--- src/rtl/ncr_pkg.sv ---
// constants and carrier types for the node configuration register bank
package ncr_pkg;

  // register numbers
  localparam logic [7:0] REG_NODE_IDENTIFICATION  = 8'h00;
  localparam logic [7:0] REG_SWITCH_DESCRIPTION   = 8'h01;
  localparam logic [7:0] REG_SWITCH_CONFIGURATION = 8'h04;
  localparam logic [7:0] REG_NODE_IDENTIFIER      = 8'h05;
  localparam logic [7:0] REG_PLL_SETTINGS         = 8'h06;
  localparam logic [7:0] REG_SWITCH_CLOCK_DIVIDER = 8'h07;
  localparam logic [7:0] REG_REFERENCE_CLOCK      = 8'h08;
  localparam logic [7:0] REG_TAP_DEVICE_IDENTITY  = 8'h09;
  localparam logic [7:0] REG_TAP_USER_CODE        = 8'h0a;
  localparam logic [7:0] REG_DIRECTIONS_LOW       = 8'h0c;
  localparam logic [7:0] REG_DIRECTIONS_HIGH      = 8'h0d;
  localparam logic [7:0] REG_DEBUG_SOURCE         = 8'h1f;
  localparam logic [7:0] REG_LINK_STATUS_BASE     = 8'h20;
  localparam logic [7:0] REG_PROC_LINK_BASE       = 8'h40;
  localparam logic [7:0] REG_LINK_CONFIG_BASE     = 8'h80;
  localparam logic [7:0] REG_STATIC_LINK_BASE     = 8'ha0;
  localparam int         LINK_STATUS_COUNT        = 9;
  localparam int         PROC_LINK_COUNT          = 8;
  localparam int         LINK_CONFIG_COUNT        = 9;
  localparam int         STATIC_LINK_COUNT        = 8;

  // switch configuration field positions
  localparam int CFG_LOCK_ALL_BIT = 31;
  localparam int CFG_LOCK_PLL_BIT = 8;
  localparam int CFG_HEADER_BIT   = 0;
  localparam logic [31:0] CFG_WRITABLE_MASK = 32'h8000_0101;
  localparam logic [31:0] NODE_ID_MASK      = 32'h0000_ffff;

  // reset values
  localparam logic [31:0] RESET_ZERO          = 32'h0000_0000;
  localparam logic [31:0] RESET_PLL_SETTINGS  = 32'h0000_0000;

  // tile reset pulse length
  localparam int         TILE_RESET_NS     = 20;
  localparam int         CLK_PERIOD_NS     = 5;
  localparam logic [3:0] TILE_RESET_CYCLES = 4'((TILE_RESET_NS + CLK_PERIOD_NS - 1) / CLK_PERIOD_NS);

  typedef enum logic [1:0] {ACC_RW, ACC_RO, ACC_NONE} ncr_access_t;

  // configuration access request
  typedef struct packed {
    logic        rd;
    logic        wr;
    logic [7:0]  num;
    logic [31:0] wdata;
  } ncr_req_t;

  // configuration access answer
  typedef struct packed {
    logic        ack;
    logic        err;
    logic [31:0] rdata;
  } ncr_rsp_t;

endpackage

--- src/rtl/ncr_bank.sv ---
// node configuration register bank of the system switch
`timescale 1ns/1ps

// How it works
// - registers reached only by configuration reads and writes by register number
// - identification bits 23:16 return boot control pins caught while reset is held
// - identification holds revision in 15:8, version in 7:0, upper bits reserved
// - description reports serial links, attached processors, device processors
// - configuration bit 31 set blocks writes to all switch control registers
// - configuration bit 8 set blocks writes to the pll control register
// - configuration bit 0 selects one-byte headers when set, two-byte when clear
// - node identifier holds writable 16-bit id in 15:0, upper bits reserved
// - any accepted pll settings write resets the processor tile
// - numbers 0x09 and 0x0a return tap identity and user code, read only
module ncr_bank
  import ncr_pkg::*;
#(
  parameter logic [7:0]  SWITCH_REVISION = 8'h00,
  parameter logic [7:0]  SWITCH_VERSION  = 8'h00,
  parameter logic [7:0]  SERIAL_LINKS    = 8'h04,
  parameter logic [7:0]  SWITCH_PROCS    = 8'h01,
  parameter logic [7:0]  DEVICE_PROCS    = 8'h01,
  // arbitrary values, not any real part's identity
  parameter logic [31:0] TAP_IDENTITY    = 32'h0000_0001,
  parameter logic [31:0] TAP_USER_CODE   = 32'h0000_0000
) (
  // clock and reset
  input  wire logic        core_clk,
  input  wire logic        srst,
  // configuration access
  input  wire ncr_req_t    req,
  output ncr_rsp_t         rsp,
  // device state inputs
  input  wire logic [7:0]  boot_control_pins,
  input  wire logic [31:0] debug_source_in,
  input  wire logic [31:0] processor_link_in [PROC_LINK_COUNT],
  // controls to the rest of the node
  output logic             one_byte_headers,
  output logic [15:0]      node_id,
  output logic [31:0]      pll_control_register,
  output logic             tile_reset
);

  // boot pins caught on every edge with reset held, then frozen once reset drops
  logic [7:0] boot_capture;
  always_ff @(posedge core_clk) begin
    if (srst) begin
      boot_capture <= boot_control_pins;
    end
  end

  // write gating
  wire logic [31:0] cfg_q;
  wire logic        lock_all  = cfg_q[CFG_LOCK_ALL_BIT];
  wire logic        lock_pll  = cfg_q[CFG_LOCK_PLL_BIT];
  wire logic        wr_ok     = req.wr && !req.rd && !lock_all;
  wire logic        wr_cfg    = wr_ok && req.num == REG_SWITCH_CONFIGURATION;
  wire logic        wr_nid    = wr_ok && req.num == REG_NODE_IDENTIFIER;
  wire logic        wr_pll    = wr_ok && !lock_pll && req.num == REG_PLL_SETTINGS;
  wire logic        wr_div    = wr_ok && req.num == REG_SWITCH_CLOCK_DIVIDER;
  wire logic        wr_ref    = wr_ok && req.num == REG_REFERENCE_CLOCK;
  wire logic        wr_dlo    = wr_ok && req.num == REG_DIRECTIONS_LOW;
  wire logic        wr_dhi    = wr_ok && req.num == REG_DIRECTIONS_HIGH;

  wire logic [31:0] nid_q;
  wire logic [31:0] pll_q;
  wire logic [31:0] div_q;
  wire logic [31:0] ref_q;
  wire logic [31:0] dlo_q;
  wire logic [31:0] dhi_q;

  // only bits 31, 8 and 0 store
  ncr_reg_word #(.MASK(CFG_WRITABLE_MASK), .RESET(RESET_ZERO)) u_cfg (
    .core_clk (core_clk),
    .srst     (srst),
    .we       (wr_cfg),
    .wdata    (req.wdata),
    .q        (cfg_q)
  );
  ncr_reg_word #(.MASK(NODE_ID_MASK), .RESET(RESET_ZERO)) u_nid (
    .core_clk (core_clk),
    .srst     (srst),
    .we       (wr_nid),
    .wdata    (req.wdata),
    .q        (nid_q)
  );
  ncr_reg_word #(.RESET(RESET_PLL_SETTINGS)) u_pll (
    .core_clk (core_clk),
    .srst     (srst),
    .we       (wr_pll),
    .wdata    (req.wdata),
    .q        (pll_q)
  );
  ncr_reg_word u_div (
    .core_clk (core_clk),
    .srst     (srst),
    .we       (wr_div),
    .wdata    (req.wdata),
    .q        (div_q)
  );
  ncr_reg_word u_ref (
    .core_clk (core_clk),
    .srst     (srst),
    .we       (wr_ref),
    .wdata    (req.wdata),
    .q        (ref_q)
  );
  ncr_reg_word u_dlo (
    .core_clk (core_clk),
    .srst     (srst),
    .we       (wr_dlo),
    .wdata    (req.wdata),
    .q        (dlo_q)
  );
  ncr_reg_word u_dhi (
    .core_clk (core_clk),
    .srst     (srst),
    .we       (wr_dhi),
    .wdata    (req.wdata),
    .q        (dhi_q)
  );

  // link register groups
  wire logic [7:0] ls_idx = req.num - REG_LINK_STATUS_BASE;
  wire logic [7:0] pl_idx = req.num - REG_PROC_LINK_BASE;
  wire logic [7:0] lc_idx = req.num - REG_LINK_CONFIG_BASE;
  wire logic [7:0] sl_idx = req.num - REG_STATIC_LINK_BASE;
  wire logic       in_ls  = req.num >= REG_LINK_STATUS_BASE && ls_idx < 8'(LINK_STATUS_COUNT);
  wire logic       in_pl  = req.num >= REG_PROC_LINK_BASE && pl_idx < 8'(PROC_LINK_COUNT);
  wire logic       in_lc  = req.num >= REG_LINK_CONFIG_BASE && lc_idx < 8'(LINK_CONFIG_COUNT);
  wire logic       in_sl  = req.num >= REG_STATIC_LINK_BASE && sl_idx < 8'(STATIC_LINK_COUNT);

  logic [31:0] ls_mem [LINK_STATUS_COUNT];
  logic [31:0] lc_mem [LINK_CONFIG_COUNT];
  logic [31:0] sl_mem [STATIC_LINK_COUNT];

  always_ff @(posedge core_clk) begin
    if (srst) begin
      for (int i = 0; i < LINK_STATUS_COUNT; i++) ls_mem[i] <= RESET_ZERO;
      for (int i = 0; i < LINK_CONFIG_COUNT; i++) lc_mem[i] <= RESET_ZERO;
      for (int i = 0; i < STATIC_LINK_COUNT; i++) sl_mem[i] <= RESET_ZERO;
    end else begin
      if (wr_ok && in_ls) ls_mem[ls_idx[3:0]] <= req.wdata;
      if (wr_ok && in_lc) lc_mem[lc_idx[3:0]] <= req.wdata;
      if (wr_ok && in_sl) sl_mem[sl_idx[2:0]] <= req.wdata;
    end
  end

  // read decode; reserved fields are zero
  wire logic [31:0] id_word   = {8'h00, boot_capture, SWITCH_REVISION, SWITCH_VERSION};
  wire logic [31:0] desc_word = {8'h00, SERIAL_LINKS, SWITCH_PROCS, DEVICE_PROCS};
  logic [31:0] rd_word;
  logic        rd_hit;

  always_comb begin
    rd_word = 32'h0000_0000;
    rd_hit  = 1'b1;
    case (req.num)
      REG_NODE_IDENTIFICATION:  rd_word = id_word;
      REG_SWITCH_DESCRIPTION:   rd_word = desc_word;
      REG_SWITCH_CONFIGURATION: rd_word = cfg_q & CFG_WRITABLE_MASK;
      REG_NODE_IDENTIFIER:      rd_word = nid_q & NODE_ID_MASK;
      REG_PLL_SETTINGS:         rd_word = pll_q;
      REG_SWITCH_CLOCK_DIVIDER: rd_word = div_q;
      REG_REFERENCE_CLOCK:      rd_word = ref_q;
      REG_TAP_DEVICE_IDENTITY:  rd_word = TAP_IDENTITY;
      REG_TAP_USER_CODE:        rd_word = TAP_USER_CODE;
      REG_DIRECTIONS_LOW:       rd_word = dlo_q;
      REG_DIRECTIONS_HIGH:      rd_word = dhi_q;
      REG_DEBUG_SOURCE:         rd_word = debug_source_in;
      default: begin
        if (in_ls) begin
          rd_word = ls_mem[ls_idx[3:0]];
        end else if (in_pl) begin
          rd_word = processor_link_in[pl_idx[2:0]];
        end else if (in_lc) begin
          rd_word = lc_mem[lc_idx[3:0]];
        end else if (in_sl) begin
          rd_word = sl_mem[sl_idx[2:0]];
        end else begin
          rd_hit = 1'b0;
        end
      end
    endcase
  end

  // a write to a read-only or unmapped number is answered with err
  wire logic ro_num = req.num == REG_NODE_IDENTIFICATION || req.num == REG_SWITCH_DESCRIPTION
                   || req.num == REG_TAP_DEVICE_IDENTITY || req.num == REG_TAP_USER_CODE
                   || req.num == REG_DEBUG_SOURCE || in_pl;
  wire logic access  = req.rd ^ req.wr;
  wire logic bad     = !rd_hit || (req.wr && ro_num);

  // tile reset pulse counter
  logic [3:0] rst_cnt;
  wire logic [3:0] next_rst_cnt = wr_pll ? TILE_RESET_CYCLES
                                : (rst_cnt != 4'h0 ? rst_cnt - 4'h1 : 4'h0);

  always_ff @(posedge core_clk) begin
    if (srst) begin
      rsp                  <= '0;
      one_byte_headers     <= 1'b0;
      node_id              <= 16'h0000;
      pll_control_register <= RESET_PLL_SETTINGS;
      tile_reset           <= 1'b0;
      rst_cnt              <= 4'h0;
    end else begin
      rsp.ack              <= access;
      rsp.err              <= access && bad;
      rsp.rdata            <= (req.rd && !req.wr) ? rd_word : 32'h0000_0000;
      one_byte_headers     <= wr_cfg ? req.wdata[CFG_HEADER_BIT] : cfg_q[CFG_HEADER_BIT];
      node_id              <= wr_nid ? req.wdata[15:0] : nid_q[15:0];
      pll_control_register <= wr_pll ? req.wdata : pll_q;
      rst_cnt              <= next_rst_cnt;
      tile_reset           <= next_rst_cnt != 4'h0;
    end
  end

  // checks
  lock_all_a: assert property (@(posedge core_clk) disable iff (srst)
    (lock_all && req.wr && !req.rd) |=> $stable(nid_q) && $stable(cfg_q))
    else $error("write taken while all switch registers locked");
  lock_pll_a: assert property (@(posedge core_clk) disable iff (srst)
    (lock_pll && req.wr) |=> $stable(pll_q))
    else $error("pll settings changed while locked");
  header_mode_a: assert property (@(posedge core_clk) disable iff (srst)
    ##1 one_byte_headers == cfg_q[CFG_HEADER_BIT])
    else $error("header mode output not following configuration");
  node_id_a: assert property (@(posedge core_clk) disable iff (srst)
    (wr_nid) |=> nid_q == {16'h0000, $past(req.wdata[15:0])})
    else $error("node identifier write not stored as 16 bits");
  tile_reset_a: assert property (@(posedge core_clk) disable iff (srst)
    wr_pll |=> tile_reset [*4])
    else $error("tile reset pulse too short after pll write");
  tile_rst_end_a: assert property (@(posedge core_clk) disable iff (srst)
    wr_pll ##1 !wr_pll [*4] |=> !tile_reset)
    else $error("tile reset pulse longer than four cycles");
  tile_rst_cause_a: assert property (@(posedge core_clk) disable iff (srst)
    $rose(tile_reset) |-> $past(wr_pll))
    else $error("tile reset without pll write");
  ident_read_a: assert property (@(posedge core_clk) disable iff (srst)
    (req.rd && !req.wr && req.num == REG_NODE_IDENTIFICATION)
      |=> rsp.rdata[31:16] == {8'h00, boot_capture} && rsp.rdata[15:0] == {SWITCH_REVISION, SWITCH_VERSION})
    else $error("identification read wrong");
  tap_read_a: assert property (@(posedge core_clk) disable iff (srst)
    (req.rd && !req.wr && req.num == REG_TAP_USER_CODE) |=> rsp.ack && rsp.rdata == TAP_USER_CODE)
    else $error("tap user code read wrong");
  reserved_zero_a: assert property (@(posedge core_clk) disable iff (srst)
    (req.rd && !req.wr && req.num == REG_SWITCH_CONFIGURATION) |=> rsp.rdata[30:9] == 22'h0 && rsp.rdata[7:1] == 7'h0)
    else $error("reserved configuration bits read non-zero");

  // answer framing: exactly one ack per single access, silence otherwise
  ack_pulse_a: assert property (@(posedge core_clk) disable iff (srst)
    (req.rd ^ req.wr) |=> rsp.ack)
    else $error("access not acknowledged on the next edge");
  idle_quiet_a: assert property (@(posedge core_clk) disable iff (srst)
    !(req.rd ^ req.wr) |=> !rsp.ack && !rsp.err && rsp.rdata == 32'h0000_0000)
    else $error("answer raised without a single access");
  unmapped_err_a: assert property (@(posedge core_clk) disable iff (srst)
    (req.rd && !req.wr && req.num == 8'h10) |=> rsp.ack && rsp.err && rsp.rdata == 32'h0000_0000)
    else $error("unmapped number read not refused");

  // read-only numbers refuse writes with err
  ro_write_err_a: assert property (@(posedge core_clk) disable iff (srst)
    (req.wr && !req.rd && req.num == REG_TAP_USER_CODE) |=> rsp.ack && rsp.err)
    else $error("write to tap user code not refused");
  ident_write_err_a: assert property (@(posedge core_clk) disable iff (srst)
    (req.wr && !req.rd && req.num == REG_NODE_IDENTIFICATION) |=> rsp.ack && rsp.err)
    else $error("write to identification not refused");

  // a locked write is acked quietly and changes nothing
  lock_ack_a: assert property (@(posedge core_clk) disable iff (srst)
    (lock_all && req.wr && !req.rd && req.num == REG_NODE_IDENTIFIER) |=> rsp.ack && !rsp.err)
    else $error("locked write not acknowledged cleanly");
  lock_clock_a: assert property (@(posedge core_clk) disable iff (srst)
    (lock_all && req.wr && !req.rd) |=> $stable(div_q) && $stable(ref_q) && $stable(dlo_q) && $stable(dhi_q))
    else $error("clock or direction register written while locked");
  tile_rst_lock_a: assert property (@(posedge core_clk) disable iff (srst)
    (lock_pll && req.wr && !req.rd && req.num == REG_PLL_SETTINGS && !tile_reset) |=> !tile_reset)
    else $error("tile reset from a locked pll write");

  // outputs follow accepted writes
  pll_out_a: assert property (@(posedge core_clk) disable iff (srst)
    wr_pll |=> pll_control_register == $past(req.wdata) && pll_q == $past(req.wdata))
    else $error("pll settings not updated by accepted write");
  node_id_out_a: assert property (@(posedge core_clk) disable iff (srst)
    wr_nid |=> node_id == $past(req.wdata[15:0]))
    else $error("node identifier output not updated");
  cfg_mask_a: assert property (@(posedge core_clk) disable iff (srst)
    wr_cfg |=> (cfg_q & ~CFG_WRITABLE_MASK) == 32'h0000_0000)
    else $error("reserved configuration bits stored");

  // read-only content
  boot_frozen_a: assert property (@(posedge core_clk) disable iff (srst)
    ##1 $stable(boot_capture))
    else $error("boot pin capture moved outside reset");
  desc_read_a: assert property (@(posedge core_clk) disable iff (srst)
    (req.rd && !req.wr && req.num == REG_SWITCH_DESCRIPTION) |=> rsp.rdata == {8'h00, SERIAL_LINKS, SWITCH_PROCS, DEVICE_PROCS})
    else $error("switch description read wrong");
  tap_id_read_a: assert property (@(posedge core_clk) disable iff (srst)
    (req.rd && !req.wr && req.num == REG_TAP_DEVICE_IDENTITY) |=> rsp.ack && rsp.rdata == TAP_IDENTITY)
    else $error("tap identity read wrong");
  nid_read_a: assert property (@(posedge core_clk) disable iff (srst)
    (req.rd && !req.wr && req.num == REG_NODE_IDENTIFIER) |=> rsp.rdata[31:16] == 16'h0000)
    else $error("reserved node identifier bits read non-zero");

endmodule

--- src/rtl/ncr_reg_word.sv ---
// one writable register word with a write-enable mask
`timescale 1ns/1ps
module ncr_reg_word
  import ncr_pkg::*;
#(
  parameter logic [31:0] MASK  = 32'hffff_ffff,
  parameter logic [31:0] RESET = 32'h0000_0000
) (
  // clock and reset
  input  wire logic        core_clk,
  input  wire logic        srst,
  // write port
  input  wire logic        we,
  input  wire logic [31:0] wdata,
  // stored value
  output logic      [31:0] q
);

  wire logic [31:0] next_q = (q & ~MASK) | (wdata & MASK);

  always_ff @(posedge core_clk) begin
    if (srst) begin
      q <= RESET;
    end else if (we) begin
      q <= next_q;
    end
  end

endmodule

--- config.mk ---
export PLATFORM = sky130hd
export DESIGN_NAME = ncr_bank
export DESIGN_NICKNAME = d
export VERILOG_FILES = /design/src/rtl/ncr_pkg.sv /design/src/rtl/ncr_bank.sv /design/src/rtl/ncr_reg_word.sv
export SDC_FILE = /design/constraint.sdc
export NUM_CORES = 2
export LEC_CHECK = 0
export BUFFER_PORTS_ARGS = -buffer_cell sky130_fd_sc_hd__buf_2
export CAP_MARGIN = 20
export CORE_ASPECT_RATIO = 2
export CORE_MARGIN = 2
export CORE_UTILIZATION = 45
export DETAILED_ROUTE_END_ITERATION = 7
export PLACE_DENSITY = 0.69
export SLEW_MARGIN = 20
export SYNTH_ARGS = -nofsm -noshare
export SYNTH_HDL_FRONTEND = slang
export SYNTH_SLANG_ARGS = --single-unit
--- constraint.sdc ---
create_clock -name core_clk -period 7 [get_ports core_clk]
set_input_delay 0.35 -clock core_clk [delete_from_list [all_inputs] [get_ports core_clk]]
set_output_delay 0.35 -clock core_clk [all_outputs]
set_load 0.05 [all_outputs]
# Word level (Yosys, flattened, before mapping)
# Memory sizes are Yosys's and may differ from the RTL's.
# Index checks and enable logic that the tools add are counted.
# W data, S select, Z words.
dict set report op_classes {
  addsub 5
  magnitude_cmp 9
  n_eq_ne 11
  n_mux 37
  bitwise_logic 5
  reduce_logical 39
}
# op n
set op_table {}
lappend op_table {{$pmux W32 S12} 1}
lappend op_table {{$mux W32} 9}
lappend op_table {{$bmux W32 S3} 1}
lappend op_table {{$reduce_or A32 Y1} 3}
lappend op_table {{$eq A8 B4 Y1 const B} 5}
lappend op_table {{$eq A8 B3 Y1 const B} 4}
lappend op_table {{$lt A8 B4 Y1 const B} 4}
lappend op_table {{$or A31 B32 Y32} 1}
lappend op_table {{$or A32 B16 Y32} 1}
lappend op_table {{$logic_and A1 B1 Y1} 20}
lappend op_table {{$mux W1} 20}
lappend op_table {{$ge A8 B8 Y1 const B} 2}
lappend op_table {{$mux W16} 1}
lappend op_table {{$mux W4} 4}
lappend op_table {{$sub A8 B8 Y8 const B} 2}
lappend op_table {{$reduce_or A12 Y1} 1}
lappend op_table {{$eq A8 B1 Y1 const B} 1}
lappend op_table {{$eq A8 B5 Y1 const B} 1}
lappend op_table {{$ge A8 B6 Y1 const B} 1}
lappend op_table {{$ge A8 B7 Y1 const B} 1}
lappend op_table {{$logic_not A8 Y1} 1}
lappend op_table {{$reduce_bool A4 Y1} 2}
lappend op_table {{$sub A8 B6 Y8 const B} 1}
lappend op_table {{$sub A8 B7 Y8 const B} 1}
lappend op_table {{9 further kinds} 18}
dict set report totals {
  regBits 288
  ram_bits 832
  in_bits 340
  out_inout_bits 84
  elab_cells 124
  n_memories 3
}
# memory depth word_bits rd rd_ports_with_merged_regs wr line
set mem_list {}
lappend mem_list {lc_mem 9 32 1 0 9 ncr_bank.sv:134} ;# logic [31:0] lc_mem [LINK_CONFIG_COUNT];
lappend mem_list {ls_mem 9 32 1 0 9 ncr_bank.sv:133} ;# logic [31:0] ls_mem [LINK_STATUS_COUNT];
lappend mem_list {sl_mem 8 32 1 0 8 ncr_bank.sv:135} ;# logic [31:0] sl_mem [STATIC_LINK_COUNT];

# Longest topological paths before layout
dict set report depth {
  ltp_word 11
  ltp_mapped 10
  depth_no_buf 8
}

# Modules after synthesis
# From an unflattened synthesis, not the netlist that was laid out.
dict set report hier_totals {
  cells_unflattened 4264
  hier_area_um2 62398.6
}
# module n_inst cells_per_inst area_each_um2 seq_area_each_um2
set by_module_without_submodules {}
lappend by_module_without_submodules {ncr_bank 1 3641 55553.3 35484.0}
lappend by_module_without_submodules {{ncr_reg_word (u_dhi ...)} 5 103 1163.6 640.6}
lappend by_module_without_submodules {{ncr_reg_word (u_nid)} 1 69 704.4 320.3}
lappend by_module_without_submodules {{ncr_reg_word (u_cfg)} 1 39 322.8 60.1}

# Worst setup path before layout
# OpenSTA, ideal clock, no wires.
dict set report synth_timing {
  path_kind {input to register}
  startpoint {input req[34] (netlist name)}
  endpoint {memory lc_mem[5][0] (enable)}
  setup_ps 375
  arrival_time_ps 2293
  required_ps 6625
  path_slack_ps 4333
  path_stages 9
  n_path_buf 3
  cell_sequence {buf_2 or3_1 buf_2 nand2_2 and3_1 buf_2 nand2_2 nor3_2 or2_2}
}
# item line
set synth_lines {}
lappend synth_lines {{from (decl)} ncr_bank.sv:31} ;# input wire ncr_req_t req,
lappend synth_lines {{to (decl)} ncr_bank.sv:134}

==> impl_metrics.py <==
metrics = {
    "hold_path": {
        "worstHoldPathCells": 3,
        "min_from": "debug_source_in[22]",
        "worstHoldEndpoint": "rsp[22]",
        "hp-class": "in2reg",
    },
    "place": {
        "port-buffer-count": 423,
        "pre_cts_ws_ns": 2.74,
        "place_hpwl_mm": 128,
        "dp.cells": 6612,
        "place_congestion": 0.924,
        "placed_area_um2": 67700,
    },
    "worst_setup_path": {
        "critPathCaptureType": "flop",
        "path_class": "reg2reg",
        "reg2reg_setup_slack_ns": 3.33,
        "r2r_cells": 6,
        "reg2reg_to": "lc_mem[5][1]",
        "arrival_ns": 4.02,
        "cp_max_fo": 32,
        "required_ns": 7.35,
        "r2r-start": "u_cfg.q[31]",
        "cp-startpoint": "u_cfg.q[31]",
        "cp-start-kind": "flop",
    },
    "yosys": {
        "synth_common_cells": "1186 x edfxtp_1, 837 x and2_1, 388 x nand2_1",
        "ys_ff_latch": 1421,
        "yosysSeqAreaShare_pct": 64.4,
        "synth_largest_area_cell": "edfxtp_1",
        "synth_xor_area_share_pct": 0.0140,
        "synth_top_area_share_pct": 56.9,
        "synth_top_family_by_area": "multiplexers",
        "yosys_warnings": 0,
        "ys_types": 54,
        "synthSimpleGateAreaFrac_pct": 12.7,
        "syn_area_per_cell_um2": 14.6,
        "synth_edf_count": 1186,
        "synth_compound_area_share_pct": 5.11,
        "synthAdderAreaFrac_pct": 0.0800,
        "synthCells": 4294,
        "synthFlopType": "edfxtp_1",
        "ys_top_cells_by_area": "edfxtp_1 57%, mux4_2 12%, and2_1 8.4%, dfxtp_1 7.5%, nand2_1 2.3%",
        "synth.area.mux_share_pct": 14.9,
        "synth_area_um2": 62600,
        "async_reset_ff_share_pct": 0,
        "yosysMostFrequentCell": "edfxtp_1",
    },
    "layout": {
        "multi_input_area_um2": 22100,
        "final_area_um2": 71600,
        "finalNonFillerCells": 6849,
        "fillers": 11531,
        "syn_to_final_growth_pct": 14.5,
        "register_area_um2": 40300,
        "nets": 5233,
        "drive_gt1_share_pct": 23.6,
    },
    "drt": {
        "ant_nets": 0,
        "via_count": 39240,
        "routed_wl_mm": 196,
        "wl_per_cell_um": 28.6,
        "viasPerCell": 5.73,
        "drtPass1Iterations": 8,
        "dr.first_iter.drc_count": 4267,
        "drc": 2,
    },
    "sta": {
        "finalMaxSlewViolations": 0,
        "fmax_mhz": 273,
        "period_needed_ns": 3.67,
        "max_slew_margin_pct": 11.1,
        "period_share_pct": 52.4,
        "final.setup.tns_ns": 0,
        "setup_ws_ns": 3.33,
        "worst_clock_skew_ns": 0.0427,
        "hold_violations": 0,
        "rsz0062_at_grt": "false",
        "setup_violations": 0,
        "worst_pin_slew_ns": 1.32,
    },
    "cts": {
        "cts_root_buffer": "clkbuf_16",
        "clock_sinks": 1421,
        "cts_inserted_buffers": 113,
        "clk_pin_slew_ns": 0.07,
        "cts_max_level": 3,
        "clk_latency_ns": 0.74,
        "cts_tree": "done",
        "clk_path_buf_depth": 3,
    },
    "global_routing": {
        "grt_pass1_wl_mm": 277,
        "gr-usage-all-layers_pct": 27.4,
        "grt_pass1_vias": 39666,
        "grt_max_degree": 123,
        "overflow": 0,
        "antenna_found_initial": 17,
    },
    "floorplan": {
        "rows": 193,
        "start_util_pct": 45.3,
        "core_um2": 138000,
        "die_width_um": 268,
        "dieArea_um2": 142000,
        "die_height_um": 531,
        "io_pins": 424,
    },
    "pwr": {
        "ir_worst_vdd_mv": 0.189,
        "cellPowerDensity_nw_per_um2": 247,
        "p_leak_nw": 25.5,
        "power_mw": 17.7,
    },
    "status": {
        "failed_checks": "design-rule violations",
        "status": "finished, violations left",
    },
    "job": {
        "drv_cap": 0,
    },
}
## final cells by class
cell class / instances / area share [%]
clock inverters: 79 / 0.947
multi-input cells: 2813 / 30.8
flip-flops and latches: 1421 / 56.3
repair buffers: 534 / 4.33
well taps: 1852 / 3.23
diodes: 10 / 0.0349
inverters: 6 / 0.0314
clock buffers: 134 / 4.32
## metal layers
layer | vias to the layer above | global-route usage (%) | share of wire, %
met5 | - | 0 | 0.023
met4 | 6 | 18.9 | 8.0
met3 | 451 | 3.96 | 7.5
met2 | 2007 | 47.5 | 51
met1 | 19908 | 30.9 | 33
li1 | 16868 | - | -
## through the flow
step / utilization, % / hold WS [ns]
after detailed placement: 49.0 / 0.444
after CTS: 51.8 / 0.00421
after global placement: 48.9 / 0.439
after global routing: 51.9 / 0.0466
after floorplan: - / 0.433
final: 51.9 / 0.0302
## timing repair
item | 4_1_cts | 5_1_grt
endpoints found under the hold margin | 13 | 0
gates resized for setup | 0 | 0
buffers inserted | 0 | 0
hold buffers | 11 | 0
## cell families (layout without fill, tap and decap cells)
family | after synthesis | count (layout)
adder cells (fa/ha/maj) | 4 | 4
flip-flops | 1421 | 1421
AO/OA/AOI/OAI | 491 | 491
multiplexers | 508 | 508
XOR/XNOR | 1 | 1
buffers and inverters | 405 | 753
AND/OR/NAND/NOR | 1463 | 1463
other | 1 | 356
## placed cells by master, fill, tap and decap left out, types with 117 or more instances in the layout
cell type,synthesis,layout
edfxtp_1,1186,1186
a21oi_1,214,214
dfxtp_1,235,235
nand2_1,388,388
mux2i_1,126,126
mux4_2,335,335
clkbuf_16,0,117
conb_1,1,346
a22oi_1,123,123
buf_2,117,416
and2_1,837,836
## flip-flops by register name (all words and copies together), names as in the netlist
register / flops
pll_control_register: 32
rsp: 34
tile_reset: 1
sl_mem: 256
node_id: 16
u_dlo.q: 32
u_ref.q: 32
u_nid.q: 16
u_dhi.q: 32
rst_cnt: 4
lc_mem: 494
u_cfg.q: 3
one_byte_headers: 1
boot_capture: 8
u_div.q: 32
ls_mem: 428
## power breakdown
| part | total (mW) | switching [mW] | internal (mW) | leakage [nW] |
|---|---|---|---|---|
| combinational | 1.43 | 0.900 | 0.534 | 10.5 |
| clock | 6.58 | 3.07 | 3.50 | 1.84 |
| sequential | 9.69 | 0.119 | 9.57 | 13.3 |
## worst max-delay path by stage
stage                     to  cells past startpoint
2_1_floorplan   lc_mem[5][0]                      9
3_3_place_gp    lc_mem[1][8]                      7
3_5_place_dp   lc_mem[5][12]                      7
4_1_cts        lc_mem[5][21]                      5
5_1_grt        lc_mem[5][21]                      6
6_report        lc_mem[5][1]                      6
## worst max-delay path: stages, from the launching register on
cell and delay (ns):
dfxtp_1 0.35, nand2b_1 0.18, nor2_1 0.64, nand2_2 0.47, nor3_4 0.67, buf_8 0.24
or2_2 0.70
(Power assumes the default switching activity.)
